## config.mk

```make
export PLATFORM = sky130hd
export DESIGN_NAME = rss_regs
export DESIGN_NICKNAME = d
export VERILOG_FILES = /design/src/logic/rss_pkg.sv /design/src/logic/rss_regs.sv /design/src/logic/rss_sync.sv /design/src/logic/rss_step_match.sv
export SDC_FILE = /design/constraint.sdc
export NUM_CORES = 1
export LEC_CHECK = 0
export ABC_AREA = 1
export BUFFER_PORTS_ARGS = -buffer_cell sky130_fd_sc_hd__buf_2
export CAP_MARGIN = 20
export CORE_AREA = 4 4 78 62
export DETAILED_ROUTE_END_ITERATION = 7
export DIE_AREA = 0 0 82 66
export PLACE_DENSITY = 0.79
export SLEW_MARGIN = 20
export SYNTH_ARGS = -nofsm -noshare
export SYNTH_HDL_FRONTEND = slang
export SYNTH_SLANG_ARGS = --single-unit
```

## constraint.sdc

```tcl
create_clock -name clk_in -period 2.57 [get_ports clk_in]
set_clock_uncertainty 0.05 [all_clocks]
set_input_delay 0 -clock clk_in [delete_from_list [all_inputs] [get_ports clk_in]]
set_output_delay 0 -clock clk_in [all_outputs]
set_load 0.02 [all_outputs]
```

## src/logic/rss_pkg.sv

```systemverilog
// Package of constants and types for the rail strobe assignment registers.
// Operation
// - The first sequence register holds the load switch step select in bits 7 to 4, resetting to Ah.
// - The first sequence register holds the linear regulator step select in bits 3 to 0, resetting to 7h.
// - A step select code from 3h to Ah switches its output on at the strobe step equal to that code.
// - Codes 0h to 2h and Bh to Fh leave the output outside sequencer control.
// - The second sequence register sits at subaddress 26h and resets to 35h.
// - Bits 7 to 4 of the second sequence register select the step of the third general output, resetting to 3h.
// - Bits 3 to 0 of the second sequence register select the step of the first general output, resetting to 5h.
// - Writes to the sequence registers take effect only once the register password has been supplied.
// - Strobe steps 1 and 2 run only while the factory seal flag is zero and belong to the backup converters.
package rss_pkg;
  localparam logic [7:0] RSS_SWITCH_LDO_ADDR = 8'h25;
  localparam logic [7:0] RSS_GPO_ADDR = 8'h26;
  localparam logic [7:0] RSS_SWITCH_LDO_RESET = 8'ha7;
  localparam logic [7:0] RSS_GPO_RESET = 8'h35;
  localparam int RSS_HI_MSB = 7;
  localparam int RSS_HI_LSB = 4;
  localparam int RSS_LO_MSB = 3;
  localparam int RSS_LO_LSB = 0;
  localparam logic [3:0] RSS_STEP_MIN = 4'h3;
  localparam logic [3:0] RSS_STEP_MAX = 4'ha;
  localparam logic [3:0] RSS_SEAL_STEP_MAX = 4'h2;
  localparam int RSS_NV_LOAD_NS = 40;
  localparam int RSS_CLK_NS = 10;
  localparam int RSS_NV_LOAD_CYCLES = (RSS_NV_LOAD_NS + RSS_CLK_NS - 1) / RSS_CLK_NS;
  typedef enum logic [1:0] {RSS_LOADING, RSS_RUN} rss_state_type;
endpackage

```

## src/logic/rss_regs.sv

```systemverilog
// Rail strobe assignment registers with step match for four outputs.
//
// Design decision made here: the plain strobed port.
`timescale 1ns/10ps
module rss_regs (
  input wire logic clk_in,
  input wire logic sys_rst_in,
  input wire logic [7:0] addr_in,
  input wire logic [7:0] wdata_in,
  input wire logic wr_in,
  input wire logic rd_in,
  output logic [7:0] rdata_out,
  input wire logic password_ok_in,
  input wire logic [7:0] nv_switch_ldo_in,
  input wire logic [7:0] nv_gpo_in,
  input wire logic factory_seal_flag_in,
  input wire logic [3:0] strobe_step_in,
  input wire logic strobe_valid_in,
  input wire logic seq_clear_in,
  output logic write_refused_out,
  output logic nv_loaded_out,
  output logic backup_step_allowed_out,
  output logic low_voltage_load_switch_en_out,
  output logic general_linear_regulator_en_out,
  output logic third_general_output_en_out,
  output logic first_general_output_en_out,
  output logic [3:0] controlled_out
);
  import rss_pkg::*;

  // ----------------------------------------
  // Register state
  // ----------------------------------------
  logic [7:0] switch_ldo_strobe_select_reg;
  logic [7:0] switch_ldo_strobe_select_next;
  logic [7:0] gpo_strobe_select_reg;
  logic [7:0] gpo_strobe_select_next;
  logic [7:0] rdata_reg;
  logic [7:0] rdata_next;
  logic refused_reg;
  logic refused_next;
  rss_state_type state_reg;
  rss_state_type state_next;
  logic [7:0] load_cnt_reg;
  logic [7:0] load_cnt_next;
  logic seal_sync;

  rss_sync u_seal_sync (
    .clk_in(clk_in),
    .sys_rst_in(sys_rst_in),
    .d_in(factory_seal_flag_in),
    .q_out(seal_sync)
  );

  // ----------------------------------------
  // Next state
  // ----------------------------------------
  always_comb
  begin
    switch_ldo_strobe_select_next = switch_ldo_strobe_select_reg;
    gpo_strobe_select_next = gpo_strobe_select_reg;
    rdata_next = 8'h00;
    refused_next = 1'b0;
    state_next = state_reg;
    load_cnt_next = load_cnt_reg;
    case (state_reg)
      RSS_LOADING:
      begin
        switch_ldo_strobe_select_next = nv_switch_ldo_in;
        gpo_strobe_select_next = nv_gpo_in;
        if (load_cnt_reg >= 8'(RSS_NV_LOAD_CYCLES - 1))
          state_next = RSS_RUN;
        else
          load_cnt_next = load_cnt_reg + 8'h01;
      end
      RSS_RUN:
      begin
        if (wr_in)
        begin
          if (!password_ok_in)
            refused_next = 1'b1;
          else if (addr_in == RSS_SWITCH_LDO_ADDR)
          begin
            switch_ldo_strobe_select_next[RSS_HI_MSB:RSS_HI_LSB] = wdata_in[RSS_HI_MSB:RSS_HI_LSB];
            switch_ldo_strobe_select_next[RSS_LO_MSB:RSS_LO_LSB] = wdata_in[RSS_LO_MSB:RSS_LO_LSB];
          end
          else if (addr_in == RSS_GPO_ADDR)
          begin
            gpo_strobe_select_next[RSS_HI_MSB:RSS_HI_LSB] = wdata_in[RSS_HI_MSB:RSS_HI_LSB];
            gpo_strobe_select_next[RSS_LO_MSB:RSS_LO_LSB] = wdata_in[RSS_LO_MSB:RSS_LO_LSB];
          end
        end
      end
      default:
        state_next = RSS_LOADING;
    endcase
    if (rd_in)
    begin
      if (addr_in == RSS_SWITCH_LDO_ADDR)
        rdata_next = switch_ldo_strobe_select_reg;
      else if (addr_in == RSS_GPO_ADDR)
        rdata_next = gpo_strobe_select_reg;
    end
  end

  // ----------------------------------------
  // Registers
  // ----------------------------------------
  always_ff @(posedge clk_in or posedge sys_rst_in)
  begin
    if (sys_rst_in)
    begin
      switch_ldo_strobe_select_reg <= RSS_SWITCH_LDO_RESET;
      gpo_strobe_select_reg <= RSS_GPO_RESET;
      rdata_reg <= 8'h00;
      refused_reg <= 1'b0;
      state_reg <= RSS_LOADING;
      load_cnt_reg <= 8'h00;
    end
    else
    begin
      switch_ldo_strobe_select_reg <= switch_ldo_strobe_select_next;
      gpo_strobe_select_reg <= gpo_strobe_select_next;
      rdata_reg <= rdata_next;
      refused_reg <= refused_next;
      state_reg <= state_next;
      load_cnt_reg <= load_cnt_next;
    end
  end

  // ----------------------------------------
  // Step matching
  // ----------------------------------------
  logic active;
  assign active = (state_reg == RSS_RUN) && strobe_valid_in;

  rss_step_match u_switch (
    .clk_in(clk_in),
    .sys_rst_in(sys_rst_in),
    .sel_in(switch_ldo_strobe_select_reg[RSS_HI_MSB:RSS_HI_LSB]),
    .step_in(strobe_step_in),
    .step_valid_in(active),
    .clear_in(seq_clear_in),
    .enable_out(low_voltage_load_switch_en_out),
    .controlled_out(controlled_out[3])
  );
  rss_step_match u_ldo (
    .clk_in(clk_in),
    .sys_rst_in(sys_rst_in),
    .sel_in(switch_ldo_strobe_select_reg[RSS_LO_MSB:RSS_LO_LSB]),
    .step_in(strobe_step_in),
    .step_valid_in(active),
    .clear_in(seq_clear_in),
    .enable_out(general_linear_regulator_en_out),
    .controlled_out(controlled_out[2])
  );
  rss_step_match u_third_general_output (
    .clk_in(clk_in),
    .sys_rst_in(sys_rst_in),
    .sel_in(gpo_strobe_select_reg[RSS_HI_MSB:RSS_HI_LSB]),
    .step_in(strobe_step_in),
    .step_valid_in(active),
    .clear_in(seq_clear_in),
    .enable_out(third_general_output_en_out),
    .controlled_out(controlled_out[1])
  );
  rss_step_match u_first_general_output (
    .clk_in(clk_in),
    .sys_rst_in(sys_rst_in),
    .sel_in(gpo_strobe_select_reg[RSS_LO_MSB:RSS_LO_LSB]),
    .step_in(strobe_step_in),
    .step_valid_in(active),
    .clear_in(seq_clear_in),
    .enable_out(first_general_output_en_out),
    .controlled_out(controlled_out[0])
  );

  assign backup_step_allowed_out = !seal_sync && strobe_valid_in && (strobe_step_in != 4'h0)
    && (strobe_step_in <= RSS_SEAL_STEP_MAX);
  assign rdata_out = rdata_reg;
  assign write_refused_out = refused_reg;
  assign nv_loaded_out = (state_reg == RSS_RUN);
endmodule

```

## src/logic/rss_sync.sv

```systemverilog
// Two flip-flop synchroniser for a level from outside the clock domain.
`timescale 1ns/10ps
module rss_sync (
  input wire logic clk_in,
  input wire logic sys_rst_in,
  input wire logic d_in,
  output logic q_out
);
  logic meta_reg;
  logic q_reg;
  always_ff @(posedge clk_in or posedge sys_rst_in)
  begin
    if (sys_rst_in)
    begin
      meta_reg <= 1'b0;
      q_reg <= 1'b0;
    end
    else
    begin
      meta_reg <= d_in;
      q_reg <= meta_reg;
    end
  end
  assign q_out = q_reg;
endmodule

```

## src/logic/rss_step_match.sv

```systemverilog
// Compares one step select field against the running strobe step.
`timescale 1ns/10ps
module rss_step_match (
  input wire logic clk_in,
  input wire logic sys_rst_in,
  input wire logic [3:0] sel_in,
  input wire logic [3:0] step_in,
  input wire logic step_valid_in,
  input wire logic clear_in,
  output logic enable_out,
  output logic controlled_out
);
  import rss_pkg::*;
  logic enable_reg;
  logic enable_next;
  logic controlled;
  assign controlled = (sel_in >= RSS_STEP_MIN) && (sel_in <= RSS_STEP_MAX);
  always_comb
  begin
    enable_next = enable_reg;
    if (clear_in || !controlled)
      enable_next = 1'b0;
    else if (step_valid_in && step_in == sel_in)
      enable_next = 1'b1;
  end
  always_ff @(posedge clk_in or posedge sys_rst_in)
  begin
    if (sys_rst_in)
      enable_reg <= 1'b0;
    else
      enable_reg <= enable_next;
  end
  assign enable_out = enable_reg;
  assign controlled_out = controlled;
endmodule

```

==> impl_metrics.sql <==
INSERT INTO impl_metrics (metric_group, metric, value, unit) VALUES
('pwr', 'portion_of_total_power_attributed_to_the_clock_network', '30.6', '%'),
('logic_synthesis', 'synth_top_flop_cell', 'sky130_fd_sc_hd__dfrtp_1', ''),
('layout', 'final_cell_mix', 'sky130_fd_sc_hd__nand2_1 (129), sky130_fd_sc_hd__buf_2 (62), sky130_fd_sc_hd__nand3_1 (37)', ''),
('pwr', 'power_switching', '0.0003612', 'W'),
('drt', 'drt_pass1_iterations', '4', ''),
('clock_network', 'cts_sinks', '40', ''),
('layout', 'most_common_cell_after_layout_fill_and_taps_aside', 'sky130_fd_sc_hd__nand2_1', ''),
('timing', 'setup_viol_count_final', '0', ''),
('clock_network', 'clock_tree.root_cell', 'sky130_fd_sc_hd__clkbuf_8', ''),
('placed_design', 'place.detailed.hpwl', '3800', 'um'),
('layout', 'final_nets', '436', ''),
('clock_network', 'tritoncts', 'done', ''),
('clock_network', 'clkTransAtPathRegs', '0.08', 'ns'),
('timing', 'slew_viol_final', '0', ''),
('drt', 'routed_via_density', '4.794', ''),
('floorplan', 'rows', '20', ''),
('setup_path', 'worst_ep_required_time', '2.76', 'ns'),
('drt', 'drt-total-wl', '5458', 'um'),
('setup_path', 'crit_path_max_fanout', '18', ''),
('timing', 'fmax', '517.4', 'MHz'),
('setup_path', 'critPathArrivalTime', '2.12', 'ns'),
('pwr', 'share_seq_of_total_power', '52.4', '%'),
('floorplan', 'coreArea', '4004', 'um2'),
('logic_synthesis', 'register_area_share_after_synthesis', '45.45', '%'),
('timing', 'grt_setup_unrepaired', 'false', ''),
('logic_synthesis', 'postSynthCellCount', '302', ''),
('logic_synthesis', 'synth-warning-count', '0', ''),
('drt', 'initialDrtViolationCount', '170', ''),
('global_routing', 'grtUsageTotal', '22.66', '%'),
('layout', 'area_growth_synth_to_finish', '32.58', '%'),
('logic_synthesis', 'synth_area_per_cell', '7.375', 'um2'),
('layout', 'final-seq-area', '1012', 'um2'),
('global_routing', 'grt_max_degree', '30', ''),
('clock_network', 'post_cts_resized', '0', ''),
('logic_synthesis', 'synth_edf_count', '0', ''),
('clock_network', 'clock_buffer_depth', '2', ''),
('global_routing', 'first_global_vias', '2024', ''),
('floorplan', 'area_of_the_die', '5412', 'um2'),
('setup_path', 'worst-setup-path-type', 'reg -> reg', ''),
('logic_synthesis', 'synth.distinct_cells', '24', ''),
('clock_network', 'cts_made_buffers', '5', ''),
('pwr', 'cellLeakagePower', '1.584', 'nW'),
('logic_synthesis', 'ys_top_cells_by_area', 'sky130_fd_sc_hd__dfrtp_1 (35%), sky130_fd_sc_hd__nand2_1 (22%), sky130_fd_sc_hd__dfstp_2 (11%), sky130_fd_sc_hd__nand3_1 (8.3%), sky130_fd_sc_hd__inv_1 (3.4%)', ''),
('clock_network', 'clk_latency', '0.29', 'ns'),
('logic_synthesis', 'synth_top_area_cell', 'sky130_fd_sc_hd__dfrtp_1', ''),
('layout', 'total_area_of_multi_input_combinational_cells', '1012', 'um2'),
('global_routing', 'antenna_found_initial', '0', ''),
('layout', 'antennaDiodeCount', '0', ''),
('layout', 'drive_gt1_share', '25.00', '%'),
('timing', 'max-slew-margin-rel', '69.96', '%'),
('floorplan', 'floorplan.io_pins', '63', ''),
('setup_path', 'timing.reg2reg.setup_slack', '0.64', 'ns'),
('status', 'outcome', 'complete, no violations', ''),
('global_routing', 'overflow', '0', ''),
('logic_synthesis', 'async_set_or_reset_flop_fraction_in_the_synthesized_netlist', '100.0', '%'),
('drt', 'detail_route.drc_violations', '0', ''),
('pwr', 'p_int', '0.0009548', 'W'),
('setup_path', 'cp-start-kind', 'flip-flop', ''),
('timing', 'slew_at_the_pin_with_the_worst_max_slew_slack', '0.4506', 'ns'),
('drt', 'route.vias.total', '2143', ''),
('logic_synthesis', 'syn-num-nets', '347', ''),
('global_routing', 'first_pass_grt_wire_length', '9211', 'um'),
('placed_design', 'place_congestion', '0.9734', ''),
('timing', 'final_hold_viol_count', '0', ''),
('drt', 'antenna_left', '0', ''),
('placed_design', 'numPortBuffers', '62', ''),
('layout', 'final.fill_count', '315', ''),
('floorplan', 'die_height', '66', 'um'),
('drt', 'routed_wire_length_per_instance', '12.21', 'um'),
('pwr', 'power.ir.vdd_worst', '0.0003042', 'V'),
('floorplan', 'dieWidth', '82', 'um');
-- logic make-up (layout without fill, tap and decap cells) --
| logic type | count (synthesis) | in the layout | synth area share, % |
|---|---|---|---|
| compound gates | 14 | 14 | 3.146 |
| xor+xnor | 8 | 8 | 3.146 |
| fa+ha+maj | 1 | 1 | 0.5617 |
| buf+inv | 45 | 135 | 9.101 |
| flops | 40 | 40 | 45.45 |
| simple gates | 194 | 194 | 38.60 |
-- timing repair --
action                                 CTS  global route
setup buffers                            0             0
hold buffers                            34             0
endpoints found under the hold margin   33             0
-- metrics by stage --
step | total power (W) | instance area [um2] | std cells | hold slack (ns)
after global routing | 0.001385 | 2953 | 447 | 0.02941
after global placement | 0.0008798 | 2527 | 405 | -0.04702
after detailed placement | 0.0008828 | 2527 | 405 | -0.04273
after floorplan | 0.0008191 | 2227 | 302 | -0.01857
final | 0.001316 | 2953 | 447 | 0.01075
after CTS | 0.001313 | 2953 | 447 | 0.004457
-- critical path, cell delays in order, from the launching register on --
cell and delay, ns:
sky130_fd_sc_hd__dfrtp_1 0.62, sky130_fd_sc_hd__buf_4 0.33, sky130_fd_sc_hd__nand2_1 0.10, sky130_fd_sc_hd__nand2_1 0.08, sky130_fd_sc_hd__dlygate4sd3_1 0.57, sky130_fd_sc_hd__nand2_1 0.07
sky130_fd_sc_hd__nand2_1 0.05
-- final timing paths --
check / from / endpoint / cells after the start
setup reg to reg: state_reg[0]$_DFFE_PP0P_ / switch_ldo_strobe_select_reg[0]$_DFFE_PP1P_ / 6
max in group asynchronous: sys_rst_in / gpo_strobe_select_reg[5]$_DFFE_PP1P_ / 4
hold / removal: rd_in / rdata_out[7]$_DFF_PP0_ / 3
min in group asynchronous: sys_rst_in / rdata_out[0]$_DFF_PP0_ / 3
hold reg to reg: u_seal_sync.meta_reg$_DFF_PP0_ / u_seal_sync.q_out$_DFF_PP0_ / 0
setup / recovery: state_reg[0]$_DFFE_PP0P_ / switch_ldo_strobe_select_reg[0]$_DFFE_PP1P_ / 6
-- cell type report --
cell class / count / area share (%)
Clock inverter: 2 / 0.4237
Inverter: 29 / 3.686
Multi-Input combinational cell: 217 / 34.28
Sequential cell: 40 / 34.28
Clock buffer: 6 / 2.458
Timing Repair Buffer: 98 / 22.54
Tap cell: 55 / 2.331
-- power by group through the flow --
stage | clock, W | combinational (W) | sequential (W)
floorplan | 0 | 0.000130 | 0.000689
global placement | 0 | 0.000181 | 0.000699
detailed placement | 0 | 0.000183 | 0.000700
CTS | 0.000403 | 0.000222 | 0.000688
global route | 0.000440 | 0.000254 | 0.000691
finish | 0.000403 | 0.000224 | 0.000689
-- Yosys cell counts, types with 2 or more instances --
| master | instances |
|---|---|
| sky130_fd_sc_hd__nand2_1 | 129 |
| sky130_fd_sc_hd__a21oi_1 | 12 |
| sky130_fd_sc_hd__nand3_4 | 2 |
| sky130_fd_sc_hd__inv_1 | 20 |
| sky130_fd_sc_hd__nand3_1 | 37 |
| sky130_fd_sc_hd__nor2_1 | 18 |
| sky130_fd_sc_hd__clkbuf_1 | 7 |
| sky130_fd_sc_hd__dfrtp_1 | 31 |
| sky130_fd_sc_hd__xnor2_1 | 3 |
| sky130_fd_sc_hd__buf_4 | 5 |
| sky130_fd_sc_hd__nor2_4 | 2 |
| sky130_fd_sc_hd__xor2_1 | 5 |
| sky130_fd_sc_hd__dfstp_2 | 9 |
| sky130_fd_sc_hd__nand2_4 | 2 |
| sky130_fd_sc_hd__buf_2 | 3 |
| sky130_fd_sc_hd__inv_2 | 9 |
-- per-layer routing --
layer	GRT usage [%]	share of wire, %	wire length (um)	up-vias
met5	0	0	0	-
met4	7.469	1.7	93	0
met3	4.223	10	569	11
met2	36.09	45	2432	113
met1	30.98	43	2362	916
li1	-	-	-	1103
(Power assumes the default switching activity.)
